==> src/inc/supervisor_cfg.svh <==
`ifndef SUPERVISOR_CFG_SVH
`define SUPERVISOR_CFG_SVH
// Register byte offsets
`define ADR_CTRL 8'h00
`define ADR_KEY 8'h04
`define ADR_COUNT 8'h08
`define ADR_STATUS 8'h0c
`define ADR_LPC 8'h10
`define ADR_WAKE_SEL 8'h14
`define ADR_NMI_PERIOD 8'h18
`define ADR_NMI_COUNT 8'h1c
// Status bit positions
`define STAT_MISSING 0
`define STAT_NMI 1
`define STAT_DOG_INT 2
`define STAT_LIMP 3
`define STAT_LOW_POWER 4
// Low power control field positions
`define LPC_MODE_MSB 1
`define LPC_QUAL_LSB 8
`define LPC_QUAL_MSB 15
// Key sequence and counter limits
`define KEY_ARM 8'h55
`define KEY_FIRE 8'haa
`define DOG_MAX 8'hff
`define PULSE_CYCLES 10'h200
// Reset values
`define CTRL_RESET 7'h0b
`define QUAL_RESET 8'h02
`define MODE_RESET 2'h0
`define WAKE_SEL_RESET 32'h0000_0000
`define NMI_PERIOD_RESET 16'h1000
`define SYNC_RESET 35'h6_ffff_ffff
`endif

==> src/inc/supervisor_pkg.sv <==
package supervisor_pkg;
  typedef enum logic [1:0] {LP_RUN, LP_IDLE, LP_STANDBY, LP_HALT} lp_state_t;
  typedef struct packed {
    logic [2:0] prescale;
    logic halt_dog_on;
    logic loss_reset_select;
    logic reset_mode;
    logic enable;
  } dog_ctrl_t;
  typedef struct packed {
    logic osc_pll;
    logic cpu;
    logic system;
    logic periph;
    logic dog;
    logic debug;
  } clock_gate_t;
endpackage : supervisor_pkg

==> src/hw/supervisor_core.sv <==
`timescale 1ns/1ps
`include "supervisor_cfg.svh"
// What this block does
// - Input clock loss switches CPU and peripherals onto the limp clock.
// - Entering limp mode latches a clock-loss NMI request.
// - Select bit: immediate reset, or NMI counter resets on overflow.
// - Clock loss also sets a readable missing-clock status bit.
// - 8-bit up counter; at maximum an active-low 512-cycle pulse.
// - Writing 0x55 then 0xAA to the key register clears the counter.
// - Expiry gives a device reset or a watchdog interrupt as configured.
// - Watchdog counter holds while the limp clock runs.
// - In STANDBY CPU, system and peripheral clocks stop; the watchdog runs and its interrupt can wake.
// - In IDLE the watchdog interrupt goes to the CPU via the expander.
// - In HALT the watchdog wakes the device by a device reset.
// - Mode 00 is IDLE; all clocks on; any recognized interrupt exits.
// - Mode 01 is STANDBY; CPU clocks off; reset, dog, GPIO, debugger exit.
// - Mode 1X is HALT; oscillator and PLL off; dog kept running.
// - Wake sources act low and must stay low through qualification.
// - Enabled port A lines wake STANDBY after programmed qualification.
// - Watchdog, reset pin and selected port A lines wake HALT.
// - HALT is entered only with the watchdog clock kept running.
// - Low power modes freeze every output pin in its current state.
// - Debug port stays clocked so the debugger can end STANDBY or HALT.
module supervisor_core (
  input wire logic ref_clk_i,
  input wire logic rst_i,
  input wire logic wb_cyc_i,
  input wire logic wb_stb_i,
  input wire logic wb_we_i,
  input wire logic [7:0] wb_adr_i,
  input wire logic [3:0] wb_sel_i,
  input wire logic [31:0] wb_dat_i,
  output logic [31:0] wb_dat_o,
  output logic wb_ack_o,
  input wire logic input_clock_lost_i,
  input wire logic [31:0] gpio_a_i,
  input wire logic external_reset_pin_n_i,
  input wire logic debug_wake_n_i,
  input wire logic idle_req_i,
  input wire logic cpu_irq_i,
  output logic limp_clock_sel_o,
  output logic nmi_o,
  output logic device_reset_o,
  output logic dog_reset_out_n_o,
  output logic dog_interrupt_n_o,
  output logic dog_irq_to_expander_o,
  output logic pin_hold_o,
  output logic low_power_o,
  output supervisor_pkg::clock_gate_t clock_gate_o
);

  function automatic logic [31:0] lane_merge(
    input logic [31:0] old_v,
    input logic [31:0] new_v,
    input logic [3:0] sel
  );
    logic [31:0] res;
    res = old_v;
    for (int i = 0; i < 4; i++)
    begin
      if (sel[i])
      begin
        res[i*8 +: 8] = new_v[i*8 +: 8];
      end
    end
    return res;
  endfunction : lane_merge

  function automatic logic [7:0] prescale_mask(input logic [2:0] p);
    logic [7:0] m;
    m = 8'h00;
    for (int i = 0; i < 8; i++)
    begin
      if (i < int'(p))
      begin
        m[i] = 1'b1;
      end
    end
    return m;
  endfunction : prescale_mask

  // Pin synchronisers
  logic [34:0] raw;
  logic [34:0] s1_q;
  logic [34:0] s2_q;
  logic [34:0] s3_q;
  logic [34:0] stable_q;
  assign raw = {debug_wake_n_i, external_reset_pin_n_i, input_clock_lost_i, gpio_a_i};

  always_ff @(posedge ref_clk_i or posedge rst_i)
  begin
    if (rst_i)
    begin
      s1_q <= `SYNC_RESET;
      s2_q <= `SYNC_RESET;
      s3_q <= `SYNC_RESET;
    end
    else
    begin
      s1_q <= raw;
      s2_q <= s1_q;
      s3_q <= s2_q;
    end
  end

  // A bit moves only once the last two stages agree
  localparam logic [34:0] sync_init = `SYNC_RESET;
  genvar g;
  generate
    for (g = 0; g < 35; g++)
    begin : g_qual
      always_ff @(posedge ref_clk_i or posedge rst_i)
      begin
        if (rst_i)
        begin
          stable_q[g] <= sync_init[g];
        end
        else if (s2_q[g] == s3_q[g])
        begin
          stable_q[g] <= s3_q[g];
        end
      end
    end
  endgenerate

  logic [31:0] gpio_s;
  logic xrs_low;
  logic dbg_low;
  assign gpio_s = stable_q[31:0];
  assign xrs_low = ~stable_q[33];
  assign dbg_low = ~stable_q[34];

  // Registers
  supervisor_pkg::dog_ctrl_t ctrl_q;
  supervisor_pkg::lp_state_t lp_q;
  logic [1:0] mode_q;
  logic [7:0] qual_q;
  logic [31:0] wake_sel_q;
  logic [15:0] nmi_period_q;
  logic ack_q;
  logic [31:0] rdata_q;
  logic req;
  logic acc_wr;
  assign req = wb_cyc_i & wb_stb_i;
  // Writes land at the edge where the master sees ack
  assign acc_wr = req & ack_q & wb_we_i;
  assign wb_ack_o = ack_q;
  assign wb_dat_o = rdata_q;

  logic [31:0] img_ctrl;
  logic [31:0] img_lpc;
  logic [31:0] new_ctrl;
  logic [31:0] new_lpc;
  logic [31:0] new_wake;
  logic [31:0] new_period;
  assign img_ctrl = {25'h0, ctrl_q};
  assign img_lpc = {16'h0, qual_q, 6'h0, mode_q};
  assign new_ctrl = lane_merge(img_ctrl, wb_dat_i, wb_sel_i);
  assign new_lpc = lane_merge(img_lpc, wb_dat_i, wb_sel_i);
  assign new_wake = lane_merge(wake_sel_q, wb_dat_i, wb_sel_i);
  assign new_period = lane_merge({16'h0, nmi_period_q}, wb_dat_i, wb_sel_i);

  always_ff @(posedge ref_clk_i or posedge rst_i)
  begin
    if (rst_i)
    begin
      ctrl_q <= `CTRL_RESET;
      mode_q <= `MODE_RESET;
      qual_q <= `QUAL_RESET;
      wake_sel_q <= `WAKE_SEL_RESET;
      nmi_period_q <= `NMI_PERIOD_RESET;
    end
    else if (acc_wr)
    begin
      case (wb_adr_i)
        `ADR_CTRL: ctrl_q <= new_ctrl[6:0];
        `ADR_LPC:
        begin
          mode_q <= new_lpc[`LPC_MODE_MSB:0];
          qual_q <= new_lpc[`LPC_QUAL_MSB:`LPC_QUAL_LSB];
        end
        `ADR_WAKE_SEL: wake_sel_q <= new_wake;
        `ADR_NMI_PERIOD: nmi_period_q <= new_period[15:0];
        default: ;
      endcase
    end
  end

  // Clock loss
  logic limp_q;
  logic loss_event;
  logic nmi_q;
  logic missing_q;
  logic [15:0] nmi_cnt_q;
  logic nmi_over;
  logic loss_reset;
  logic stat_wr;
  assign loss_event = stable_q[32] & ~limp_q;
  assign loss_reset = loss_event & ctrl_q.loss_reset_select;
  assign nmi_over = nmi_q & ~ctrl_q.loss_reset_select
    & (nmi_cnt_q == nmi_period_q);
  assign stat_wr = acc_wr & (wb_adr_i == `ADR_STATUS) & wb_sel_i[0];

  // Watchdog
  logic [7:0] pre_q;
  logic [7:0] dog_cnt_q;
  logic armed_q;
  logic dog_tick;
  logic dog_expire;
  logic key_wr;
  logic key_fire;
  logic [9:0] pulse_cnt_q;
  logic [9:0] pulse_cnt_d;
  logic pulse_rst_q;
  logic pulse_rst_d;
  logic pulse_dog_q;
  logic pulse_dog_d;
  logic reset_cause;
  logic int_cause;
  logic dog_int_flag_q;
  logic halt_dog_off;

  assign halt_dog_off = (lp_q == supervisor_pkg::LP_HALT) & ~ctrl_q.halt_dog_on;
  assign dog_tick = ctrl_q.enable & ~limp_q & ~halt_dog_off
    & (pulse_cnt_q == 10'h000)
    & (&(pre_q | ~prescale_mask(ctrl_q.prescale)));
  assign dog_expire = dog_tick & (dog_cnt_q == `DOG_MAX);
  assign key_wr = acc_wr & (wb_adr_i == `ADR_KEY) & wb_sel_i[0];
  assign key_fire = key_wr & armed_q & (wb_dat_i[7:0] == `KEY_FIRE);
  assign reset_cause = (dog_expire & ctrl_q.reset_mode) | loss_reset | nmi_over;
  assign int_cause = dog_expire & ~ctrl_q.reset_mode;

  always_ff @(posedge ref_clk_i or posedge rst_i)
  begin
    if (rst_i)
    begin
      limp_q <= 1'b0;
    end
    else
    begin
      limp_q <= stable_q[32];
    end
  end

  // Set wins over a software clear in the same cycle
  always_ff @(posedge ref_clk_i or posedge rst_i)
  begin
    if (rst_i)
    begin
      nmi_q <= 1'b0;
      missing_q <= 1'b0;
      dog_int_flag_q <= 1'b0;
    end
    else
    begin
      nmi_q <= loss_event
        | (nmi_q & ~(stat_wr & wb_dat_i[`STAT_NMI]) & ~reset_cause);
      missing_q <= loss_event | (missing_q & ~(stat_wr & wb_dat_i[`STAT_MISSING]));
      dog_int_flag_q <= int_cause | (dog_int_flag_q & ~(stat_wr & wb_dat_i[`STAT_DOG_INT]));
    end
  end

  always_ff @(posedge ref_clk_i or posedge rst_i)
  begin
    if (rst_i)
    begin
      nmi_cnt_q <= 16'h0000;
    end
    else if (reset_cause | ~nmi_q | ctrl_q.loss_reset_select)
    begin
      nmi_cnt_q <= 16'h0000;
    end
    else
    begin
      nmi_cnt_q <= nmi_cnt_q + 16'h0001;
    end
  end

  always_ff @(posedge ref_clk_i or posedge rst_i)
  begin
    if (rst_i)
    begin
      pre_q <= 8'h00;
    end
    else
    begin
      pre_q <= pre_q + 8'h01;
    end
  end

  always_ff @(posedge ref_clk_i or posedge rst_i)
  begin
    if (rst_i)
    begin
      armed_q <= 1'b0;
    end
    else if (key_wr)
    begin
      armed_q <= (wb_dat_i[7:0] == `KEY_ARM);
    end
  end

  always_ff @(posedge ref_clk_i or posedge rst_i)
  begin
    if (rst_i)
    begin
      dog_cnt_q <= 8'h00;
    end
    else if (reset_cause | key_fire)
    begin
      dog_cnt_q <= 8'h00;
    end
    else if (dog_tick)
    begin
      dog_cnt_q <= dog_cnt_q + 8'h01;
    end
  end

  // A reset cause always restarts the pulse, even over an interrupt pulse
  always_comb
  begin
    pulse_cnt_d = pulse_cnt_q;
    pulse_rst_d = pulse_rst_q;
    pulse_dog_d = pulse_dog_q;
    if (reset_cause)
    begin
      pulse_cnt_d = `PULSE_CYCLES;
      pulse_rst_d = 1'b1;
      pulse_dog_d = dog_expire;
    end
    else if (int_cause)
    begin
      pulse_cnt_d = `PULSE_CYCLES;
      pulse_rst_d = 1'b0;
      pulse_dog_d = 1'b1;
    end
    else if (pulse_cnt_q != 10'h000)
    begin
      pulse_cnt_d = pulse_cnt_q - 10'h001;
    end
  end

  always_ff @(posedge ref_clk_i or posedge rst_i)
  begin
    if (rst_i)
    begin
      pulse_cnt_q <= 10'h000;
      pulse_rst_q <= 1'b0;
      pulse_dog_q <= 1'b0;
      device_reset_o <= 1'b0;
      dog_reset_out_n_o <= 1'b1;
      dog_interrupt_n_o <= 1'b1;
    end
    else
    begin
      pulse_cnt_q <= pulse_cnt_d;
      pulse_rst_q <= pulse_rst_d;
      pulse_dog_q <= pulse_dog_d;
      device_reset_o <= (pulse_cnt_d != 10'h000) & pulse_rst_d;
      dog_reset_out_n_o <= ~((pulse_cnt_d != 10'h000) & pulse_rst_d & pulse_dog_d);
      dog_interrupt_n_o <= ~((pulse_cnt_d != 10'h000) & ~pulse_rst_d);
    end
  end

  // Low power controller
  logic [7:0] wq_cnt_q;
  logic wake_pins;
  logic wake_low;
  logic dog_int_low;
  assign dog_int_low = ~dog_interrupt_n_o;
  assign wake_pins = |(~gpio_s & wake_sel_q);
  always_comb
  begin
    wake_low = 1'b0;
    case (lp_q)
      supervisor_pkg::LP_STANDBY: wake_low = wake_pins | xrs_low | dbg_low
        | dog_int_low;
      supervisor_pkg::LP_HALT: wake_low = wake_pins | xrs_low | dbg_low;
      default: wake_low = 1'b0;
    endcase
  end

  always_ff @(posedge ref_clk_i or posedge rst_i)
  begin
    if (rst_i)
    begin
      lp_q <= supervisor_pkg::LP_RUN;
      wq_cnt_q <= 8'h00;
    end
    else if (reset_cause)
    begin
      lp_q <= supervisor_pkg::LP_RUN;
      wq_cnt_q <= 8'h00;
    end
    else
    begin
      case (lp_q)
        supervisor_pkg::LP_RUN:
        begin
          wq_cnt_q <= 8'h00;
          if (idle_req_i)
          begin
            if (mode_q == 2'h0)
            begin
              lp_q <= supervisor_pkg::LP_IDLE;
            end
            else if (mode_q == 2'h1)
            begin
              lp_q <= supervisor_pkg::LP_STANDBY;
            end
            else if (ctrl_q.halt_dog_on & ctrl_q.enable)
            begin
              lp_q <= supervisor_pkg::LP_HALT;
            end
          end
        end
        supervisor_pkg::LP_IDLE:
        begin
          if (cpu_irq_i | xrs_low)
          begin
            lp_q <= supervisor_pkg::LP_RUN;
          end
        end
        supervisor_pkg::LP_STANDBY, supervisor_pkg::LP_HALT:
        begin
          // A glitch shorter than the qualification leaves the mode in place
          if (!wake_low)
          begin
            wq_cnt_q <= 8'h00;
          end
          else if (wq_cnt_q >= qual_q)
          begin
            lp_q <= supervisor_pkg::LP_RUN;
            wq_cnt_q <= 8'h00;
          end
          else
          begin
            wq_cnt_q <= wq_cnt_q + 8'h01;
          end
        end
        default: lp_q <= supervisor_pkg::LP_RUN;
      endcase
    end
  end

  // Outputs
  always_ff @(posedge ref_clk_i or posedge rst_i)
  begin
    if (rst_i)
    begin
      limp_clock_sel_o <= 1'b0;
      nmi_o <= 1'b0;
      dog_irq_to_expander_o <= 1'b0;
      pin_hold_o <= 1'b0;
      low_power_o <= 1'b0;
      clock_gate_o <= '1;
    end
    else
    begin
      limp_clock_sel_o <= limp_q;
      nmi_o <= nmi_q;
      dog_irq_to_expander_o <= dog_int_low
        & ((lp_q == supervisor_pkg::LP_IDLE) | (lp_q == supervisor_pkg::LP_RUN));
      pin_hold_o <= (lp_q != supervisor_pkg::LP_RUN);
      low_power_o <= (lp_q != supervisor_pkg::LP_RUN);
      clock_gate_o.osc_pll <= (lp_q != supervisor_pkg::LP_HALT);
      clock_gate_o.cpu <= (lp_q == supervisor_pkg::LP_RUN)
        | (lp_q == supervisor_pkg::LP_IDLE);
      clock_gate_o.system <= (lp_q == supervisor_pkg::LP_RUN)
        | (lp_q == supervisor_pkg::LP_IDLE);
      clock_gate_o.periph <= (lp_q == supervisor_pkg::LP_RUN)
        | (lp_q == supervisor_pkg::LP_IDLE);
      clock_gate_o.dog <= ~halt_dog_off;
      clock_gate_o.debug <= 1'b1;
    end
  end

  // Bus slave: ack one cycle after the request, unmapped reads give zero
  always_ff @(posedge ref_clk_i or posedge rst_i)
  begin
    if (rst_i)
    begin
      ack_q <= 1'b0;
      rdata_q <= 32'h0000_0000;
    end
    else
    begin
      ack_q <= req & ~ack_q;
      if (req & ~ack_q)
      begin
        case (wb_adr_i)
          `ADR_CTRL: rdata_q <= img_ctrl;
          `ADR_COUNT: rdata_q <= {24'h0, dog_cnt_q};
          `ADR_STATUS: rdata_q <= {27'h0, low_power_o, limp_q, dog_int_flag_q,
            nmi_q, missing_q};
          `ADR_LPC: rdata_q <= img_lpc;
          `ADR_WAKE_SEL: rdata_q <= wake_sel_q;
          `ADR_NMI_PERIOD: rdata_q <= {16'h0, nmi_period_q};
          `ADR_NMI_COUNT: rdata_q <= {16'h0, nmi_cnt_q};
          default: rdata_q <= 32'h0000_0000;
        endcase
      end
    end
  end

endmodule : supervisor_core

==> config.mk <==
export PLATFORM = sky130hd
export DESIGN_NAME = supervisor_core
export DESIGN_NICKNAME = d
export VERILOG_FILES = /design/src/inc/supervisor_pkg.sv /design/src/hw/supervisor_core.sv
export VERILOG_INCLUDE_DIRS = /design/src /design/src/inc
export SDC_FILE = /design/constraint.sdc
export NUM_CORES = 1
export LEC_CHECK = 0
export BUFFER_PORTS_ARGS = -buffer_cell sky130_fd_sc_hd__buf_2
export CAP_MARGIN = 20
export CORE_MARGIN = 3
export CORE_UTILIZATION = 48
export DETAILED_ROUTE_END_ITERATION = 16
export GPL_TIMING_DRIVEN = 0
export MAX_ROUTING_LAYER = met4
export PLACE_DENSITY = 0.72
export SLEW_MARGIN = 5
export SYNTH_ARGS = -nofsm -noshare
export SYNTH_HDL_FRONTEND = slang
export SYNTH_SLANG_ARGS = --single-unit
==> constraint.sdc <==
create_clock -name ref_clk_i -period 14.6 [get_ports ref_clk_i]
set_input_delay 0 -clock ref_clk_i [delete_from_list [all_inputs] [get_ports ref_clk_i]]
set_output_delay 0 -clock ref_clk_i [all_outputs]
set_load 0.1 [all_outputs]
==> results of run 1 <==
## worst max path at each step
| stage | startpoint | endpoint | slack [ps] | cells past startpoint |
|---|---|---|---|---|
| after CTS | gpio_s[12]$_DFFE_PP1N_ | wq_cnt_q[5]$_DFFE_PP0P_ | 11700 | 7 |
| final | gpio_s[12]$_DFFE_PP1N_ | wq_cnt_q[7]$_DFFE_PP0P_ | 11670 | 6 |
| after global routing | gpio_s[30]$_DFFE_PP1N_ | wq_cnt_q[7]$_DFFE_PP0P_ | 11430 | 6 |
| after detailed placement | gpio_s[12]$_DFFE_PP1N_ | wq_cnt_q[5]$_DFFE_PP0P_ | 11700 | 7 |
| after global placement | rst_i | wake_sel_q[8]$_DFFE_PP0P_ | 3330 | 2 |
| after floorplan | rst_i | armed_q$_DFFE_PP0P_ | 6380 | 1 |
## through the flow
step,utilization,hold WS (ps),cells
6_report,0.606,19.0,1603
4_1_cts,0.606,5.60,1603
5_1_grt,0.606,62.5,1603
3_3_place_gp,0.532,105,1471
3_5_place_dp,0.534,106,1473
2_1_floorplan,-,4.48,1011
## cells by family after synthesis
logic type               Yosys count  synth area share
AO/OA/AOI/OAI                    151            0.0785
multiplexers                      62            0.0569
AND/OR/NAND/NOR                  314             0.128
adder cells (fa/ha/maj)           48            0.0415
flip-flops                       306             0.634
buffers and inverters             85            0.0297
other                              1          0.000303
XOR/XNOR                          44            0.0312
## report_power, final
part / switching, uW / internal [uW]
combinational: 217 / 116
clock: 332 / 496
sequential: 37.5 / 916
total: 587 / 1530
## synth_stat cells, drive strengths merged, types with 3 or more instances
library cell | instances | area, um2
nor4 | 17 | 121
nor2 | 60 | 225
a22o | 9 | 78.8
mux2i | 5 | 50.1
a22oi | 7 | 52.6
a2111oi | 7 | 61.3
maj3 | 35 | 350
or4b | 3 | 30.0
nand2b | 6 | 37.5
nor3 | 13 | 76.3
o22ai | 8 | 50.1
nand2 | 112 | 420
or2 | 3 | 18.8
o31ai | 4 | 30.0
buf | 13 | 96.4
or4 | 3 | 26.3
o21ai | 62 | 310
nor2b | 27 | 169
a221oi | 11 | 96.3
a31oi | 9 | 56.3
dfstp | 146 | 3840
ha | 13 | 163
and2 | 4 | 25.0
nand4 | 15 | 109
xnor2 | 22 | 193
clkbuf | 26 | 97.6
mux2 | 56 | 631
o21bai | 3 | 22.5
a21oi | 16 | 80.1
or3 | 7 | 43.8
dfrtp | 160 | 4000
nand3 | 23 | 115
xor2 | 22 | 193
inv | 46 | 173
and3 | 9 | 56.3
## cell type report
cell class                      count  share of cell area
Multi-Input combinational cell    620               0.272
Buffer                             39              0.0127
Clock inverter                     10             0.00957
Sequential cell                   306               0.513
Tap cell                          330              0.0270
Clock buffer                       48              0.0614
Inverter                           46              0.0118
Timing Repair Buffer              204              0.0933
## what timing repair did
action | CTS | global route
endpoints found under the hold margin | 198 | 0
resized for setup | 0 | 0
setup buffers | 0 | 0
hold buffers | 72 | 0
## per-layer routing
metal / share of wire / vias up
met3: 0.070 / 53
met5: 0 / -
met4: 0.029 / 0
li1: - / 4007
met2: 0.48 / 314
met1: 0.42 / 4324
## critical path, delay by kind of cell, from the launching register on
| family | cells | cell delay (ps) |
|---|---|---|
| AO/OA/AOI/OAI | 2 | 790 |
| flip-flops | 1 | 540 |
| buffers and inverters | 1 | 40 |
| AND/OR/NAND/NOR | 3 | 1450 |
## registers in the layout, summed over array words and instances (netlist names), 2 cells and up
register	cells
pre_q	7
wb_dat_o	32
stable_q	3
s3_q	35
clock_gate_o	3
pulse_cnt_q	10
wake_sel_q	32
mode_q	2
s2_q	35
s1_q	35
qual_q	8
dog_cnt_q	8
nmi_period_q	16
lp_q	2
gpio_s	32
nmi_cnt_q	16
wq_cnt_q	8
ctrl_q	7
## cells in the final DEF, fill, tap and decap left out, types with 23 or more instances in the layout
| master | synthesis | routed |
|---|---|---|
| buf_2 | 4 | 134 |
| clkbuf_1 | 26 | 33 |
| clkbuf_16 | 0 | 31 |
| dfrtp_1 | 160 | 160 |
| dfstp_2 | 146 | 146 |
| dlygate4sd3_1 | 0 | 72 |
| inv_1 | 46 | 45 |
| maj3_1 | 35 | 35 |
| mux2_2 | 56 | 56 |
| nand2_1 | 112 | 112 |
| nand3_1 | 23 | 23 |
| nor2_1 | 60 | 60 |
| nor2b_1 | 27 | 27 |
| o21ai_0 | 61 | 61 |
==> flow_summary.json, run 1 <==
{
  "status": "complete, no violations",
  "grtUsageMet3": 0.0449,
  "crit_path_max_fanout": 3,
  "fin_crit_ps": 2930,
  "finalClockSkew_ps": 9.95,
  "rows": 58,
  "yosys_warnings": 0,
  "clk_pin_slew_ps": 60,
  "power_density_mw_per_mm2": 138,
  "min_from": "wb_adr_i[3]",
  "cpPeakStageDelay_ps": 960,
  "min_delay_worst_endpoint": "armed_q$_DFFE_PP0P_",
  "cts-buffers-inserted": 31,
  "end_kind": "flip-flop",
  "drtIter0Drc": 681,
  "clockRootBuffer": "clkbuf_16",
  "num_antenna_cells": 0,
  "insertion_delay_ps": 570,
  "finalCritPeriodShare": 0.201,
  "setup_viol": 0,
  "busiest_layer": "met2",
  "portBuffers": 130,
  "die-area_mm2": 0.0277,
  "routabilityCongestion": 0.899,
  "leakage_uw": 0.00677,
  "fill_cells": 1998,
  "worstPathArrival_ps": 3390,
  "nNetsFinal": 1347,
  "clock_path_buffers": 3,
  "drv_slew": 0,
  "synth_seq_area_share": 0.634,
  "multi_input_area_mm2": 0.00415,
  "grt_first_pass_wirelength_mm": 48.0,
  "syn_nets": 1110,
  "dp_worst_setup_slack_ps": 11700,
  "met1_usage": 0.285,
  "rr_worst_depth": 6,
  "ys_types": 67,
  "area_delta_synth_final_pct": 23.7,
  "routed_wl_mm": 29.9,
  "antenna_left": 0,
  "path_class": "flip-flop to flip-flop",
  "hold_path_depth": 6,
  "grt_pass1_vias": 9012,
  "via_per_inst": 5.43,
  "stdcell_area_mm2": 0.0153,
  "ff2ff_setup_slack_ps": 11670,
  "ys_async_sr_fraction": 1.00,
  "hp-class": "input pin to flip-flop",
  "worstMarginPinSlew_ps": 1120,
  "slew_headroom": 0.245,
  "wire_per_inst_um": 18.7,
  "seq_area_mm2": 0.00784,
  "path_cells": "inv_1 > a2111oi_0 > nand4_1 > nor4_1 > or4b_2 > a31oi_1",
  "ios": 133,
  "core_area_mm2": 0.0253,
  "max_cap_viol_count": 0,
  "die_h_um": 166,
  "drive_above_1_share": 0.321,
  "drc": 0,
  "ir_worst_vdd_v": 0.000129,
  "timing.final.ws_setup_ps": 11670,
  "cts_sinks": 306,
  "grt_use_met2": 0.355,
  "initial_core_util": 0.489,
  "hold_viol": 0,
  "cts_htree_levels": 1,
  "grt_setup_unrepaired": "no",
  "track_usage": 0.220,
  "hpwl_mm": 20.3,
  "grt_max_degree": 118,
  "p_total_uw": 2120,
  "synthCells": 1011,
  "ys.flop_type": "dfrtp_1",
  "synth_area_mm2": 0.0124,
  "via_count": 8698,
  "critical_path_required_ps": 15050,
  "antenna_found_initial": 0,
  "dpl_cell_area_mm2": 0.0135,
  "synth_seq_cells": 306,
  "start_kind": "flip-flop",
  "synth_area_per_cell_um2": 12.2,
  "chipWidth_um": 166,
  "cts_tree": "built",
  "worstReg2RegStart": "gpio_s[12]$_DFFE_PP1N_",
  "r2r-end": "wq_cnt_q[7]$_DFFE_PP0P_",
  "synth-edff-count": 0,
  "firstDrtPassIters": 7,
  "fin_tns_setup_ps": 0,
  "fmaxAchievable_mhz": 341,
  "crit_path_top_delay_cell": "nor4_1",
  "overflow": 0
}
Power figures use the tool's default switching activity.
==> run 2, diff against run 1 <==
--- a/config.mk
+++ b/config.mk
@@ -6,6 +6,7 @@
 export SDC_FILE = /design/constraint.sdc
 export NUM_CORES = 1
 export LEC_CHECK = 0
+export ABC_AREA = 1
 export BUFFER_PORTS_ARGS = -buffer_cell sky130_fd_sc_hd__buf_2
 export CAP_MARGIN = 20
 export CORE_MARGIN = 3
@@ -13,7 +14,7 @@
 export DETAILED_ROUTE_END_ITERATION = 16
 export GPL_TIMING_DRIVEN = 0
 export MAX_ROUTING_LAYER = met4
-export PLACE_DENSITY = 0.72
+export PLACE_DENSITY = 0.75
 export SLEW_MARGIN = 5
 export SYNTH_ARGS = -nofsm -noshare
 export SYNTH_HDL_FRONTEND = slang
==> constraint.sdc (replaced) <==
create_clock -name ref_clk_i -period 2.5 [get_ports ref_clk_i]
set_input_delay 0 -clock ref_clk_i [delete_from_list [all_inputs] [get_ports ref_clk_i]]
set_output_delay 0 -clock ref_clk_i [all_outputs]
set_load 0.1 [all_outputs]
==> run 2 against run 1 <==
  * Clock power increased to 6.1 times the previous value
  * Clock skew increased by 7.9 ps
  * Largest cell class unchanged
  * Non-clock buffer count increased by 13
  * Combinational power increased to 6.5 times the previous value
  * Final area increased by 5.5%
  * Power increased to 6.0 times the previous value
  * Sequential share of layout area decreased by 2.7 points
  * Critical path type is now input pin to flip-flop
==> flow_summary.json, run 2 <==
{
  "cpPeakStageDelay_ps": 640,
  "power_density_mw_per_mm2": 792,
  "firstDrtPassIters": 5,
  "slew_headroom": 0.507,
  "fmaxAchievable_mhz": 427,
  "yosysTopAreaCellShare": 0.313,
  "hold_viol": 0,
  "worstMarginPinSlew_ps": 739,
  "grt_setup_unrepaired": "no",
  "multi_input_area_mm2": 0.00422,
  "drc": 0,
  "critical_path_required_ps": 2950,
  "synthTopCellsByCount": "294 x nand2_1, 160 x dfrtp_1, 150 x inv_1, 146 x dfstp_2, 96 x o21ai_0",
  "instances_no_fill": 1884,
  "syn_nets": 1354,
  "via_per_inst": 5.26,
  "die-area_mm2": 0.0287,
  "ys_async_sr_fraction": 1.00,
  "synth_seq_cells": 306,
  "synth_seq_area_share": 0.612,
  "worstPathArrival_ps": 2790,
  "synth_area_mm2": 0.0128,
  "track_usage": 0.248,
  "placed_cells": 1729,
  "hp-class": "input pin to flip-flop",
  "drive_above_1_share": 0.281,
  "synth-edff-count": 0,
  "post-synth-top-count-cell": "nand2_1",
  "nNetsFinal": 1622,
  "antenna_found_initial": 0,
  "grt_max_degree": 44,
  "overflow": 0,
  "leakage_uw": 0.00759,
  "clock_path_buffers": 3,
  "synthCells": 1255,
  "grt_first_pass_wirelength_mm": 54.6,
  "hpwl_mm": 22.9,
  "initial_core_util": 0.490,
  "min_delay_worst_endpoint": "wb_dat_o[26]$_DFFE_PP0P_",
  "setup_viol": 0,
  "ys_types": 55,
  "fill_cells": 2082,
  "routabilityCongestion": 0.970,
  "clk_pin_slew_ps": 70,
  "crit_path_max_fanout": 10,
  "drtIter0Drc": 786,
  "chipWidth_um": 169,
  "routed_wl_mm": 33.8,
  "cts_sinks": 306,
  "end_kind": "flip-flop",
  "yosysTopAreaCell": "dfrtp_1",
  "r2r-end": "ctrl_q[3]$_DFFE_PP1P_",
  "insertion_delay_ps": 520,
  "seq_area_mm2": 0.00784,
  "status": "complete, no violations",
  "p_total_uw": 12800,
  "ios": 133,
  "finalCritPeriodShare": 0.937,
  "num_antenna_cells": 0,
  "via_count": 9905,
  "reg.largest.list": "s1_q (35), s2_q (35), s3_q (35)",
  "path_class": "input pin to flip-flop",
  "synth_area_leaders": "dfrtp_1 31%, dfstp_2 30%, nand2_1 8.6%",
  "antenna_left": 0,
  "path_cells": "dlygate4sd3_1 > buf_2 > nor3_2 > dlygate4sd3_1 > nand2_1 > clkbuf_1 > o21ai_0 > dlygate4sd3_1",
  "portBuffers": 131,
  "yosys_warnings": 0,
  "cts_tree": "built",
  "core_area_mm2": 0.0261,
  "final_common_cell": "nand2_1",
  "max_cap_viol_count": 0,
  "ir_worst_vdd_v": 0.000511,
  "wire_per_inst_um": 17.9,
  "fin_crit_ps": 2340,
  "finalClockSkew_ps": 17.9,
  "min_from": "wb_cyc_i",
  "crit_top_cell": "dlygate4sd3_1",
  "worstReg2RegStart": "wb_ack_o$_DFF_PP0_",
  "layout_common_cells": "294 x nand2_1, 160 x dfrtp_1, 149 x inv_1",
  "cts_htree_levels": 2,
  "cts-buffers-inserted": 34,
  "synth_area_per_cell_um2": 10.2,
  "crit_path_top_delay_cell": "dlygate4sd3_1",
  "grt_pass1_vias": 10400,
  "start_kind": "input pin",
  "ys.flop_type": "dfrtp_1",
  "clockRootBuffer": "clkbuf_16",
  "ff2ff_setup_slack_ps": 210,
  "rows": 59,
  "drv_slew": 0,
  "hold_path_depth": 5,
  "rr_worst_depth": 8,
  "die_h_um": 169,
  "area_delta_synth_final_pct": 25.9
}
[run 2: cell count changes after synthesis, sizes merged, moves of 13 or more]
cell,delta
nand2,+193
mux2,-40
o21ai,+45
nor2,+26
xnor2,-19
inv,+119
nor2b,-27
clkbuf,-13
nand3,+29
[run 2: worst max-delay path: cells and delay by family]
family | cells | cell delay [ps]
buffers and inverters | 5 | 2120
AND/OR/NAND/NOR | 2 | 460
AO/OA/AOI/OAI | 1 | 210
[run 2: area by class of cell]
cell class,instances,share of cell area
clock buffer,46,0.0606
buffer,24,0.00853
sequential,306,0.486
tap,335,0.0260
multi-input combinational,760,0.262
clock inverter,16,0.0100
inverter,165,0.0388
timing repair buffer,232,0.108
[run 2: cell families (layout without fill, tap and decap cells)]
kind of cell | count (synthesis) | in the layout | share of synthesized area
and+or+nand+nor | 509 | 509 | 0.185
DFF | 306 | 306 | 0.612
buffers and inverters | 189 | 483 | 0.0593
AOI/OAI and AO/OA | 165 | 165 | 0.0747
adders and majority gates | 48 | 48 | 0.0400
xor gates and xnor gates | 21 | 21 | 0.0144
muxes | 16 | 16 | 0.0141
other | 1 | 1 | 0.000293
[run 2: how the worst max path moves through the flow]
stage,start,end,slack (ps),cells after the start
6_report,wb_adr_i[2],ctrl_q[3]$_DFFE_PP1P_,160,8
5_1_grt,wb_adr_i[2],ctrl_q[3]$_DFFE_PP1P_,70,8
4_1_cts,wb_ack_o$_DFF_PP0_,wb_dat_o[16]$_DFFE_PP0P_,120,6
3_5_place_dp,wb_ack_o$_DFF_PP0_,wb_dat_o[16]$_DFFE_PP0P_,200,6
3_3_place_gp,rst_i,pulse_cnt_q[2]$_DFF_PP0_,-3080,2
2_1_floorplan,rst_i,armed_q$_DFFE_PP0P_,-1450,1
[run 2: timing repair]
item | in CTS | in global routing
resized for setup | 0 | 4
hold endpoints to repair | 197 | 0
hold buffers | 93 | 0
setup buffers | 0 | 0
setup endpoints to repair | 0 | 2
[run 2: report_power, final]
group	total, uW	switching [uW]	internal, uW
clock	5040	2060	2990
sequential	5540	209	5330
combinational	2180	1460	718
[run 2: through the flow]
stage | utilization | instance area [um2] | hold slack [ps] | setup slack, ps | TNS, ps
floorplan | - | 12800 | 4.48 | -1450 | -289490
global placement | 0.531 | 13900 | 104 | -3080 | -718070
detailed placement | 0.538 | 14000 | -27.3 | 200 | 0
CTS | 0.617 | 16100 | 7.96 | 124 | 0
global route | 0.617 | 16100 | 46.4 | 73.3 | 0
finish | 0.617 | 16100 | 8.59 | 158 | 0
[run 2: metal layers]
layer	GRT usage	vias to the layer above	part of all wire
met5	-	-	0
met4	0.0836	0	0.030
met3	0.0491	83	0.065
met2	0.414	349	0.50
met1	0.306	4874	0.41
li1	-	4599	-
